===== src/shared/dsssdm_pkg.sv =====
// Shared constants and types for the spread-spectrum receive data path
package dsssdm_pkg;
  // Register byte offsets on the APB
  localparam logic [7:0] OFS_TEST_B = 8'h14;
  localparam logic [7:0] OFS_SEED = 8'h3C;
  localparam logic [7:0] OFS_TAP = 8'h40;
  localparam logic [7:0] OFS_AMP_HI = 8'h68;
  localparam logic [7:0] OFS_AMP_LO = 8'h6C;
  localparam logic [7:0] OFS_PH_HI = 8'h88;
  localparam logic [7:0] OFS_PH_LO = 8'h8C;
  localparam logic [7:0] OFS_TIMEOUT = 8'hA4;
  localparam logic [7:0] OFS_CTRL = 8'hF0;
  localparam logic [7:0] OFS_STATUS = 8'hF4;
  // Field positions
  localparam int unsigned ROT_INV_BIT = 7;
  localparam int unsigned CTRL_DESCR_EN_BIT = 0;
  // Reset values
  localparam logic [7:0] RST_TEST_B = 8'h02;
  localparam logic [7:0] RST_SEED = 8'h00;
  localparam logic [7:0] RST_TAP = 8'h48;
  localparam logic [7:0] RST_AMP_HI = 8'h0F;
  localparam logic [7:0] RST_AMP_LO = 8'hFF;
  localparam logic [7:0] RST_PH_HI = 8'h09;
  localparam logic [7:0] RST_PH_LO = 8'h80;
  localparam logic [7:0] RST_TIMEOUT = 8'h90;
  localparam logic [7:0] RST_CTRL = 8'h01;
  // Symbol counts
  localparam logic [3:0] FREQ_LAST = 4'hF;
  localparam int unsigned FREQ_SHIFT = 4;
  localparam logic [6:0] BLOCK_LAST = 7'h7F;
  localparam int unsigned BLOCK_SHIFT = 7;
  localparam logic [2:0] SEED_SYMS = 3'h7;
  // Phase rounding offsets, 256 steps per turn
  localparam logic [7:0] QUAD_HALF = 8'h20;
  localparam logic [7:0] BIN_HALF = 8'h40;
  // Receive states, Gray coded along acquisition, search, data
  typedef enum logic [1:0] {
    ST_ACQ = 2'b00,
    ST_SFD = 2'b01,
    ST_DATA = 2'b11
  } dsssdm_state_e;
endpackage


===== src/logic/dsssdm_demod.sv =====
// Receive data path: DPSK demodulation, quality, SFD timer, descrambling
//
// What this block and its software must do
// RQ1: Average 16 phase errors, report variance
// RQ2: Differential first, coherent once loop tracks
// RQ3: Integrate quality over 128-symbol blocks
// RQ4: Data thresholds stored apart from acquisition
// RQ5: Drop on low amplitude or high noise
// RQ6: Programmable SFD timer returns to acquisition
// RQ7: Software sets timeout preamble plus 16
// RQ8: Software may set thresholds to limits
// RQ9: Map phase change to Gray dibit
// RQ10: Binary modes use dibits 00, 11
// RQ11: Counterclockwise unless invert bit set
// RQ12: Seven-bit self-synchronizing shift register
// RQ13: Descrambling can be disabled
// RQ14: Output is data XOR enabled taps
// RQ15: Seed and taps in separate registers
// RQ16: Tolerate 25 ppm clock offset per end
// RQ17: Seven symbols seed descrambler first
// RQ18: Thresholds are high and low bytes
// RQ19: Decide at block end, then clear
//
// The register offsets and the APB slave port were decided locally.
`timescale 1ns/1ps
module dsssdm_demod (
  // Clock and reset
  input wire logic i_core_clk,
  input wire logic i_rst,
  // APB slave
  input wire logic i_psel,
  input wire logic i_penable,
  input wire logic i_pwrite,
  input wire logic [7:0] i_paddr,
  input wire logic [31:0] i_pwdata,
  output logic [31:0] o_prdata,
  output logic o_pready,
  output logic o_pslverr,
  // Symbols from the tracked correlator
  input wire logic i_sym_valid,
  input wire logic [7:0] i_sym_phase,
  input wire logic [15:0] i_sym_amp,
  input wire logic [7:0] i_nco_phase,
  input wire logic i_pll_lock,
  input wire logic i_qpsk,
  // Sequencing
  input wire logic i_acq_done,
  input wire logic i_sfd_found,
  // Carrier loop feedback
  output logic [7:0] o_freq_corr,
  output logic o_freq_valid,
  output logic [15:0] o_sq_var,
  // Received data to the network processor
  output logic o_rx_valid,
  output logic o_rx_two,
  output logic [1:0] o_rx_bits,
  // Status
  output logic o_coherent,
  output logic o_drop_lock,
  output dsssdm_pkg::dsssdm_state_e o_state,
  // Transmit scrambler settings
  output logic [6:0] o_tx_seed,
  output logic [6:0] o_scr_tap,
  output logic o_scr_en
);
  import dsssdm_pkg::*;
  dsssdm_state_e state_r;
  logic [7:0] test_b_r, seed_r, tap_r, ctrl_r, timeout_r;
  logic [7:0] amp_hi_r, amp_lo_r, ph_hi_r, ph_lo_r;
  logic [7:0] rdata_nxt, tmr_r, prev_ph_r;
  logic rd_err_nxt, wr_en, have_prev_r, sq_drop, seeded, expire;
  logic [7:0] ref_ph, dph, q_off, b_off, perr;
  logic [1:0] quad, quad_s, dibit;
  logic bin;
  logic [15:0] perr_sq, avg_amp, avg_pn, msq;
  logic [11:0] sum_e_r, sum_e_nxt;
  logic [16:0] sum_e2_r, sum_e2_nxt;
  logic [3:0] fcnt_r;
  logic [7:0] mean;
  logic sym_ok;

  // Gray mapping of quadrant steps to dibits
  function automatic logic [1:0] quad_map(input logic [1:0] q);
    unique case (q)
      2'd0: quad_map = 2'b00;
      2'd1: quad_map = 2'b01;
      2'd2: quad_map = 2'b11;
      2'd3: quad_map = 2'b10;
    endcase
  endfunction

  // Register read decode; status and unmapped reads are handled here
  always_comb begin
    rdata_nxt = 8'h00;
    rd_err_nxt = 1'b0;
    unique case (i_paddr)
      OFS_TEST_B: rdata_nxt = test_b_r;
      OFS_SEED: rdata_nxt = seed_r;
      OFS_TAP: rdata_nxt = tap_r;
      OFS_AMP_HI: rdata_nxt = amp_hi_r;
      OFS_AMP_LO: rdata_nxt = amp_lo_r;
      OFS_PH_HI: rdata_nxt = ph_hi_r;
      OFS_PH_LO: rdata_nxt = ph_lo_r;
      OFS_TIMEOUT: rdata_nxt = timeout_r;
      OFS_CTRL: rdata_nxt = ctrl_r;
      OFS_STATUS: rdata_nxt = {4'h0, seeded, o_coherent, state_r};
      default: rd_err_nxt = 1'b1;
    endcase
  end

  assign wr_en = i_psel && i_penable && o_pready && i_pwrite && !rd_err_nxt;

  // APB answer: data latched in setup, ready for the first access cycle
  always_ff @(posedge i_core_clk) begin
    if (i_rst) begin
      o_pready <= 1'b0;
      o_prdata <= 32'h00000000;
      o_pslverr <= 1'b0;
    end else begin
      o_pready <= i_psel && !i_penable;
      if (i_psel && !i_penable) begin
        o_prdata <= {24'h000000, rdata_nxt};
        o_pslverr <= rd_err_nxt;
      end
    end
  end

  // Configuration registers; data thresholds live apart from acquisition ones
  always_ff @(posedge i_core_clk) begin
    if (i_rst) begin
      test_b_r <= RST_TEST_B;
      seed_r <= RST_SEED;
      tap_r <= RST_TAP;
      amp_hi_r <= RST_AMP_HI;
      amp_lo_r <= RST_AMP_LO;
      ph_hi_r <= RST_PH_HI;
      ph_lo_r <= RST_PH_LO;
      timeout_r <= RST_TIMEOUT;
      ctrl_r <= RST_CTRL;
    end else if (wr_en) begin
      unique case (i_paddr)
        OFS_TEST_B: test_b_r <= i_pwdata[7:0];
        OFS_SEED: seed_r <= i_pwdata[7:0]; // see RQ15
        OFS_TAP: tap_r <= i_pwdata[7:0]; // see RQ15
        OFS_AMP_HI: amp_hi_r <= i_pwdata[7:0]; // see RQ4
        OFS_AMP_LO: amp_lo_r <= i_pwdata[7:0];
        OFS_PH_HI: ph_hi_r <= i_pwdata[7:0];
        OFS_PH_LO: ph_lo_r <= i_pwdata[7:0];
        OFS_TIMEOUT: timeout_r <= i_pwdata[7:0];
        OFS_CTRL: ctrl_r <= i_pwdata[7:0];
        default: ;
      endcase
    end
  end

  // Phase change per symbol; 8-bit wrap keeps slow clock drift harmless
  always_comb begin
    ref_ph = o_coherent ? i_sym_phase - i_nco_phase : i_sym_phase; // see RQ2
    dph = ref_ph - prev_ph_r; // see RQ16
    q_off = dph + QUAD_HALF;
    b_off = dph + BIN_HALF;
    quad = q_off[7:6];
    bin = b_off[7];
    quad_s = test_b_r[ROT_INV_BIT] ? 2'(2'd0 - quad) : quad; // see RQ11
    dibit = i_qpsk ? quad_map(quad_s) : {bin, bin}; // see RQ9 see RQ10
    perr = i_qpsk ? dph - {quad, 6'h00} : dph - {bin, 7'h00};
    perr_sq = 16'($signed(perr) * $signed(perr));
  end

  assign sym_ok = i_sym_valid && have_prev_r;

  // Reference phase of the previous symbol
  always_ff @(posedge i_core_clk) begin
    if (i_rst) begin
      prev_ph_r <= 8'h00;
      have_prev_r <= 1'b0;
    end else if (i_sym_valid) begin
      prev_ph_r <= ref_ph;
      have_prev_r <= 1'b1;
    end
  end

  // Coherent detection follows the carrier loop while a signal is held
  always_ff @(posedge i_core_clk) begin
    if (i_rst) begin
      o_coherent <= 1'b0;
    end else begin
      o_coherent <= i_pll_lock && state_r != ST_ACQ && !o_drop_lock; // see RQ2
    end
  end

  // Sixteen-symbol mean and spread of the phase error
  always_comb begin
    sum_e_nxt = sum_e_r + {{4{perr[7]}}, perr};
    // Squared error reaches 4096 in binary mode; cutting it would hide real noise
    sum_e2_nxt = sum_e2_r + {4'h0, perr_sq[12:0]};
    mean = sum_e_nxt[11:FREQ_SHIFT];
    msq = 16'($signed(mean) * $signed(mean));
  end

  // The variance is mean square less squared mean; a floored negative mean can make it wrap below zero
  always_ff @(posedge i_core_clk) begin
    if (i_rst) begin
      sum_e_r <= 12'h000;
      sum_e2_r <= 17'h00000;
      fcnt_r <= 4'h0;
      o_freq_corr <= 8'h00;
      o_freq_valid <= 1'b0;
      o_sq_var <= 16'h0000;
    end else begin
      o_freq_valid <= 1'b0;
      if (sym_ok) begin
        fcnt_r <= fcnt_r + 4'h1;
        if (fcnt_r == FREQ_LAST) begin
          sum_e_r <= 12'h000;
          sum_e2_r <= 17'h00000;
          o_freq_corr <= mean; // see RQ1
          o_freq_valid <= 1'b1;
          o_sq_var <= {3'h0, sum_e2_nxt[16:FREQ_SHIFT]} - msq; // see RQ1
        end else begin
          sum_e_r <= sum_e_nxt;
          sum_e2_r <= sum_e2_nxt;
        end
      end
    end
  end

  // Delimiter search runs out after the programmed number of symbols
  assign expire = state_r == ST_SFD && tmr_r >= timeout_r && !i_sfd_found; // see RQ6

  // Receive sequencing and the drop-lock pulse
  always_ff @(posedge i_core_clk) begin
    if (i_rst) begin
      state_r <= ST_ACQ;
      tmr_r <= 8'h00;
      o_drop_lock <= 1'b0;
    end else begin
      o_drop_lock <= 1'b0;
      unique case (state_r)
        ST_ACQ: begin
          tmr_r <= 8'h00;
          if (i_acq_done) begin
            state_r <= ST_SFD;
          end
        end
        ST_SFD: begin
          if (i_sym_valid) begin
            tmr_r <= tmr_r + 8'h01;
          end
          if (i_sfd_found) begin
            state_r <= ST_DATA;
          end else if (expire || sq_drop) begin
            state_r <= ST_ACQ; // see RQ6
            o_drop_lock <= 1'b1;
          end
        end
        ST_DATA: begin
          if (sq_drop) begin
            state_r <= ST_ACQ; // see RQ5
            o_drop_lock <= 1'b1;
          end
        end
        // Unused code falls back to acquisition
        default: begin
          state_r <= ST_ACQ;
        end
      endcase
    end
  end

  // Quality monitor; thresholds are joined from their high and low bytes
  dsssdm_sq u_sq (
    .i_core_clk(i_core_clk),
    .i_rst(i_rst),
    .i_run(state_r != ST_ACQ),
    .i_valid(sym_ok),
    .i_amp(i_sym_amp),
    .i_perr2(perr_sq[12:0]),
    .i_amp_thr({amp_hi_r, amp_lo_r}), // see RQ18
    .i_ph_thr({ph_hi_r, ph_lo_r}), // see RQ18
    .o_drop(sq_drop),
    .o_avg_amp(avg_amp),
    .o_avg_pn(avg_pn)
  );

  // Descrambler restarts its seeding at each new acquisition
  dsssdm_descr u_descr (
    .i_core_clk(i_core_clk),
    .i_rst(i_rst),
    .i_clear(state_r == ST_ACQ),
    .i_en(ctrl_r[CTRL_DESCR_EN_BIT]), // see RQ13
    .i_tap(tap_r[6:0]),
    .i_valid(sym_ok && state_r != ST_ACQ),
    .i_two(i_qpsk),
    .i_bits(dibit),
    .o_valid(o_rx_valid),
    .o_two(o_rx_two),
    .o_bits(o_rx_bits),
    .o_seeded(seeded)
  );

  // Mirrors for the outside world
  always_ff @(posedge i_core_clk) begin
    if (i_rst) begin
      o_state <= ST_ACQ;
      o_tx_seed <= 7'h00;
      o_scr_tap <= 7'h00;
      o_scr_en <= 1'b0;
    end else begin
      o_state <= state_r;
      o_tx_seed <= seed_r[6:0];
      o_scr_tap <= tap_r[6:0];
      o_scr_en <= ctrl_r[CTRL_DESCR_EN_BIT];
    end
  end

  a_timeout_drops: assert property (@(posedge i_core_clk) disable iff (i_rst) // see RQ6
    expire |=> (state_r == ST_ACQ && o_drop_lock))
    else $error("search timeout did not return to acquisition");
  a_sfd_enters_data: assert property (@(posedge i_core_clk) disable iff (i_rst) // see RQ6
    (state_r == ST_SFD && i_sfd_found) |=> state_r == ST_DATA)
    else $error("delimiter did not enter data mode");
  a_coherent_needs_lock: assert property (@(posedge i_core_clk) disable iff (i_rst) // see RQ2
    o_coherent |-> ($past(i_pll_lock) && $past(state_r) != ST_ACQ))
    else $error("coherent mode without carrier lock");
  a_freq_every_16: assert property (@(posedge i_core_clk) disable iff (i_rst) // see RQ1
    o_freq_valid |-> (fcnt_r == 4'h0 && $past(sym_ok)))
    else $error("frequency update off its 16 symbol block");
  a_bpsk_dibits: assert property (@(posedge i_core_clk) disable iff (i_rst) // see RQ10
    !i_qpsk |-> dibit[0] == dibit[1])
    else $error("binary mode produced a quadrature dibit");
  a_apb_one_cycle: assert property (@(posedge i_core_clk) disable iff (i_rst)
    (i_psel && !i_penable) |=> o_pready ##1 !o_pready)
    else $error("apb ready not a single access cycle");
endmodule


===== src/logic/dsssdm_descr.sv =====
// Self-synchronizing 7-bit descrambler with seeding count
`timescale 1ns/1ps
module dsssdm_descr (
  // Clock and reset
  input wire logic i_core_clk,
  input wire logic i_rst,
  // Control
  input wire logic i_clear,
  input wire logic i_en,
  input wire logic [6:0] i_tap,
  // Decoded symbol in
  input wire logic i_valid,
  input wire logic i_two,
  input wire logic [1:0] i_bits,
  // Data out
  output logic o_valid,
  output logic o_two,
  output logic [1:0] o_bits,
  output logic o_seeded
);
  import dsssdm_pkg::*;
  logic [6:0] sr_r;
  logic [2:0] seed_cnt_r;
  logic [6:0] sr_mid, sr_end;
  logic b0, b1;

  // One division step: quotient bit is data XOR the enabled taps
  function automatic logic dstep(input logic d, input logic [6:0] sr, input logic [6:0] tap);
    dstep = d ^ (^(sr & tap));
  endfunction

  // Low bit first; for two-bit symbols the register shifts twice
  always_comb begin
    b0 = i_en ? dstep(i_bits[0], sr_r, i_tap) : i_bits[0]; // see RQ14
    sr_mid = {sr_r[5:0], i_bits[0]}; // see RQ12
    b1 = i_en ? dstep(i_bits[1], sr_mid, i_tap) : i_bits[1];
    sr_end = i_two ? {sr_mid[5:0], i_bits[1]} : sr_mid;
  end

  // Shift register holds received (scrambled) bits, so it self-synchronizes
  always_ff @(posedge i_core_clk) begin
    if (i_rst) begin
      sr_r <= 7'h00;
    end else if (i_valid) begin
      sr_r <= sr_end;
    end
  end

  // Seeding: data stays hidden until the register is filled
  always_ff @(posedge i_core_clk) begin
    if (i_rst || i_clear) begin
      seed_cnt_r <= 3'h0;
    end else if (i_valid && seed_cnt_r != SEED_SYMS) begin
      seed_cnt_r <= seed_cnt_r + 3'h1; // see RQ17
    end
  end

  // Output stage
  always_ff @(posedge i_core_clk) begin
    if (i_rst) begin
      o_valid <= 1'b0;
      o_two <= 1'b0;
      o_bits <= 2'h0;
      o_seeded <= 1'b0;
    end else begin
      o_seeded <= !i_en || seed_cnt_r == SEED_SYMS;
      o_valid <= i_valid && !i_clear && (!i_en || seed_cnt_r == SEED_SYMS); // see RQ17
      o_two <= i_two;
      o_bits <= {b1 & i_two, b0};
    end
  end

  a_no_data_unseeded: assert property (@(posedge i_core_clk) disable iff (i_rst) // see RQ17
    (i_en && seed_cnt_r < SEED_SYMS) |=> !o_valid)
    else $error("descrambler data before seeding");
  a_bypass_passes: assert property (@(posedge i_core_clk) disable iff (i_rst) // see RQ13
    (i_valid && !i_en && !i_clear) |=> (o_valid && o_bits[0] == $past(i_bits[0])))
    else $error("bypass did not pass data");
endmodule


===== src/logic/dsssdm_sq.sv =====
// Search and data mode signal quality integrator and drop-lock decision
`timescale 1ns/1ps
module dsssdm_sq (
  // Clock and reset
  input wire logic i_core_clk,
  input wire logic i_rst,
  // Symbol measurements
  input wire logic i_run,
  input wire logic i_valid,
  input wire logic [15:0] i_amp,
  input wire logic [12:0] i_perr2,
  // Data-mode thresholds
  input wire logic [15:0] i_amp_thr,
  input wire logic [15:0] i_ph_thr,
  // Decision
  output logic o_drop,
  output logic [15:0] o_avg_amp,
  output logic [15:0] o_avg_pn
);
  import dsssdm_pkg::*;
  logic [6:0] cnt_r;
  logic [22:0] amp_acc_r, amp_sum;
  // Binary mode squares errors up to 4096, so 13 bits per symbol and 20 per block
  logic [19:0] pn_acc_r, pn_sum;
  logic [15:0] amp_avg, pn_avg;

  // Block sums including the current symbol
  always_comb begin
    amp_sum = amp_acc_r + {7'h00, i_amp};
    pn_sum = pn_acc_r + {7'h00, i_perr2};
    amp_avg = amp_sum[22:BLOCK_SHIFT];
    pn_avg = {3'h0, pn_sum[19:BLOCK_SHIFT]};
  end

  // Integrate over 128 symbols, decide once per block, then restart
  always_ff @(posedge i_core_clk) begin
    if (i_rst || !i_run) begin
      cnt_r <= 7'h00;
      amp_acc_r <= 23'h000000;
      pn_acc_r <= 20'h00000;
      o_drop <= 1'b0;
    end else begin
      o_drop <= 1'b0;
      if (i_valid) begin
        cnt_r <= cnt_r + 7'h01; // see RQ3
        if (cnt_r == BLOCK_LAST) begin
          amp_acc_r <= 23'h000000; // see RQ19
          pn_acc_r <= 20'h00000;
          o_drop <= amp_avg < i_amp_thr || pn_avg > i_ph_thr; // see RQ5
        end else begin
          amp_acc_r <= amp_sum;
          pn_acc_r <= pn_sum;
        end
      end
    end
  end

  // Last block averages kept on o_avg_amp and o_avg_pn; no register reads them
  always_ff @(posedge i_core_clk) begin
    if (i_rst) begin
      o_avg_amp <= 16'h0000;
      o_avg_pn <= 16'h0000;
    end else if (i_run && i_valid && cnt_r == BLOCK_LAST) begin
      o_avg_amp <= amp_avg;
      o_avg_pn <= pn_avg;
    end
  end

  a_drop_block_end: assert property (@(posedge i_core_clk) disable iff (i_rst) // see RQ19
    o_drop |-> ($past(cnt_r) == BLOCK_LAST && $past(i_valid) && cnt_r == 7'h00))
    else $error("drop decided outside block end");
  a_drop_on_amp: assert property (@(posedge i_core_clk) disable iff (i_rst) // see RQ5
    (i_run && i_valid && cnt_r == BLOCK_LAST && amp_avg < i_amp_thr) |=> o_drop)
    else $error("low amplitude did not drop lock");
endmodule


===== config.mk =====
export PLATFORM = sky130hd
export DESIGN_NAME = dsssdm_demod
export DESIGN_NICKNAME = d
export VERILOG_FILES = /design/src/shared/dsssdm_pkg.sv /design/src/logic/dsssdm_demod.sv /design/src/logic/dsssdm_descr.sv /design/src/logic/dsssdm_sq.sv
export SDC_FILE = /design/constraint.sdc
export NUM_CORES = 1
export LEC_CHECK = 0
export BUFFER_PORTS_ARGS = -buffer_cell sky130_fd_sc_hd__buf_2
export CORE_AREA = 5 5 208 210
export CTS_CLUSTER_DIAMETER = 50
export DETAILED_ROUTE_END_ITERATION = 10
export DIE_AREA = 0 0 213 215
export MAX_ROUTING_LAYER = met4
export PLACE_DENSITY_LB_ADDON = 0.08
export SLEW_MARGIN = 20
export SYNTH_ARGS = -nofsm -noshare
export SYNTH_HDL_FRONTEND = slang
export SYNTH_SLANG_ARGS = --single-unit

===== constraint.sdc =====
create_clock -name i_core_clk -period 24.6 [get_ports i_core_clk]
set_input_delay 1.23 -clock i_core_clk [delete_from_list [all_inputs] [get_ports i_core_clk]]
set_output_delay 1.23 -clock i_core_clk [all_outputs]
set_load 0.01 [all_outputs]

==> impl_metrics.json <==
{
  "gp_congestion": 0.872,
  "antenna_cells": 0,
  "ys_dominant_reg_cell": "dfxtp_1",
  "fin_crit_sh_pct": 52.3,
  "ant_nets": 0,
  "synth_top_cell_by_area": "dfxtp_1",
  "areaGrowthSynthToFinish_pct": 12.3,
  "numCtsBuffers": 38,
  "netlist_instances": 2199,
  "path_delay_family": "adder cells",
  "drive_gt1_share_pct": 9.96,
  "synth_async_sr_flop_share_pct": 0,
  "worst_slew_pin_slew_ns": 1.04,
  "die_x_microns": 213,
  "grt_overflow": 0,
  "post_cts_buffers": 0,
  "multi_input_area_sq_um": 12100,
  "wl_per_cell_microns": 17.4,
  "ioPinCount": 164,
  "clkSinkCount": 244,
  "yosysMostFrequentCell": "dfxtp_1",
  "drv_slew": 0,
  "min_path_type": "register to register",
  "fmax_ghz": 0.0777,
  "wl_met1_microns": 23700,
  "period_needed_ns": 12.87,
  "grt_first_pass_wirelength_microns": 80600,
  "wl_met2_microns": 22300,
  "worst-path-max-fanout": 9,
  "initial_utilization_pct": 44.1,
  "post_synth_instance_area_sq_um": 18200,
  "cts_tree": "done",
  "finClkSkew_ns": 0.0181,
  "portBuffers": 115,
  "route.detailed.drc": 0,
  "cp-end-kind": "register",
  "avgSynthCellArea_sq_um": 8.30,
  "core_area_sq_um": 41400,
  "clock_path_buffers": 3,
  "synth_commonest_cells": "244 x dfxtp_1, 228 x nand2_1, 226 x inv_1",
  "clkTransAtPathRegs_ns": 0.06,
  "drt_iter0_markers": 1158,
  "critPathArrivalTime_ns": 13.34,
  "ys_warn_count": 0,
  "drv_cap": 0,
  "cp_slowest_cell": "xnor2_1",
  "path_buf_inv": 8,
  "required_ns": 25.06,
  "grt_start_max_net_pins": 76,
  "setup_viol": 0,
  "yosysTopAreaCellShare_pct": 26.8,
  "dr.max_layer_used": "met4",
  "rows": 75,
  "ys_types": 73,
  "postCtsHoldBufs": 0,
  "drtPass1Iterations": 6,
  "synth.area.top_cells": "dfxtp_1 27%, ha_1 12%, fa_1 10%",
  "reg2reg_slack_ns": 12.56,
  "critPathLaunchType": "primary input",
  "vias": 15400,
  "cts-root-buf": "clkbuf_16",
  "status": "finished clean",
  "final.setup.tns_ns": 0,
  "critical_path_class": "primary input to register",
  "regArea_sq_um": 4880,
  "synth-seq-cells": 244,
  "die_h_microns": 215,
  "antenna_found_initial": 0,
  "grt_use_total_pct": 22.1,
  "h-tree-depth": 2,
  "fin_nets": 2626,
  "hpwl_microns": 37100,
  "synth_edf_count": 0,
  "clk_latency_ns": 0.55,
  "slew_headroom_pct": 30.2,
  "cts_resized": 0,
  "ys_seq_area_share_pct": 26.8,
  "met3WireLength_microns": 2540,
  "rsz0062_at_grt": "false",
  "dieArea_sq_um": 45800,
  "grt_pass1_vias": 15300,
  "viasPerCell": 5.41,
  "wl_microns": 49500,
  "hold_viol": 0,
  "filler_cell_count": 4019,
  "cpPeakStageDelay_ns": 0.81
}
-- path summary, 6_finish.rpt --
| path | start | to | cells after the start |
|---|---|---|---|
| worst max register to register | o_coherent | o_sq_var[15] | 41 |
| worst min-delay path | o_drop_lock | o_coherent | 1 |
| worst min register to register | o_drop_lock | o_coherent | 1 |
| worst max-delay path | i_sym_phase[0] | o_sq_var[15] | 48 |
-- through the flow --
stage	std cells	area, sq um	util [%]	hold slack, ns	setup slack, ns
floorplan	2222	18300	-	0.436	13.58
global placement	2782	19200	46.4	0.407	11.24
detailed placement	2782	19200	46.4	0.411	11.15
CTS	2849	20500	49.5	0.425	11.68
global route	2849	20500	49.5	0.458	10.93
finish	2849	20500	49.5	0.424	11.73
-- logic make-up after synthesis --
| logic type | Yosys count | synth area share [%] |
|---|---|---|
| adder cells (fa/ha/maj) | 261 | 21.7 |
| XOR/XNOR | 138 | 6.66 |
| buffers and inverters | 344 | 7.69 |
| AO/OA/AOI/OAI | 460 | 16.9 |
| multiplexers | 51 | 2.84 |
| AND/OR/NAND/NOR | 700 | 17.5 |
| flip-flops | 244 | 26.8 |
| other | 1 | 0.0205 |
-- worst reg2reg max path: cells and delay by family (launching register included) --
family | cells | cell delay (ns)
buffers and inverters | 5 | 0.65
muxes | 1 | 0.48
adders and majority gates | 10 | 4.27
and+or+nand+nor | 8 | 1.13
AOI/OAI and AO/OA | 11 | 2.52
DFF | 1 | 0.87
xor gates and xnor gates | 6 | 2.02
-- layer usage --
layer	up-vias	GRT usage, %
met2	340	33.7
met1	7341	31.3
li1	7655	-
met5	-	-
met4	0	5.48
met3	68	2.99
-- layout make-up --
cell class	count	share of cell area (%)
clock buffer	45	5.01
clock inverter	22	1.20
inverter	230	4.21
multi-input combinational	1634	58.9
sequential	244	23.8
tap	539	3.29
timing repair buffer	135	3.55
-- state kept, by name, indices dropped and copies added (netlist names), 12 cells and up --
signal,flops
u_sq.pn_acc_r,20
sum_e2_r,17
o_sq_var,16
sum_e_r,12
u_sq.amp_acc_r,23
-- layout by cell type (no fill, tap or decap), types with 8 or more instances in the layout --
cell | netlist | final
o211ai_1 | 20 | 20
nand2b_1 | 23 | 23
inv_1 | 226 | 226
and3_1 | 15 | 15
a211oi_1 | 25 | 25
a22oi_1 | 41 | 41
nand4_1 | 15 | 15
a31oi_1 | 15 | 15
xor2_1 | 41 | 41
or2_2 | 9 | 9
a21o_1 | 38 | 38
conb_1 | 1 | 24
nor2b_1 | 28 | 28
buf_2 | 3 | 114
dfxtp_1 | 244 | 244
o21bai_1 | 13 | 13
xnor2_1 | 96 | 96
nor2_1 | 218 | 216
nor3_1 | 23 | 23
a41o_1 | 8 | 8
clkbuf_16 | 0 | 38
buf_4 | 25 | 21
and2_1 | 16 | 16
nor4_1 | 11 | 11
mux2i_1 | 45 | 45
nand2_1 | 228 | 227
a21oi_1 | 144 | 144
nand3_1 | 78 | 78
or3_1 | 12 | 12
fa_1 | 92 | 92
a221oi_1 | 10 | 10
ha_1 | 169 | 169
or4_1 | 8 | 8
o21ai_0 | 55 | 55
Power is not shown: default switching activity piles up to over one toggle a cycle in this logic, so the estimate is an artifact.
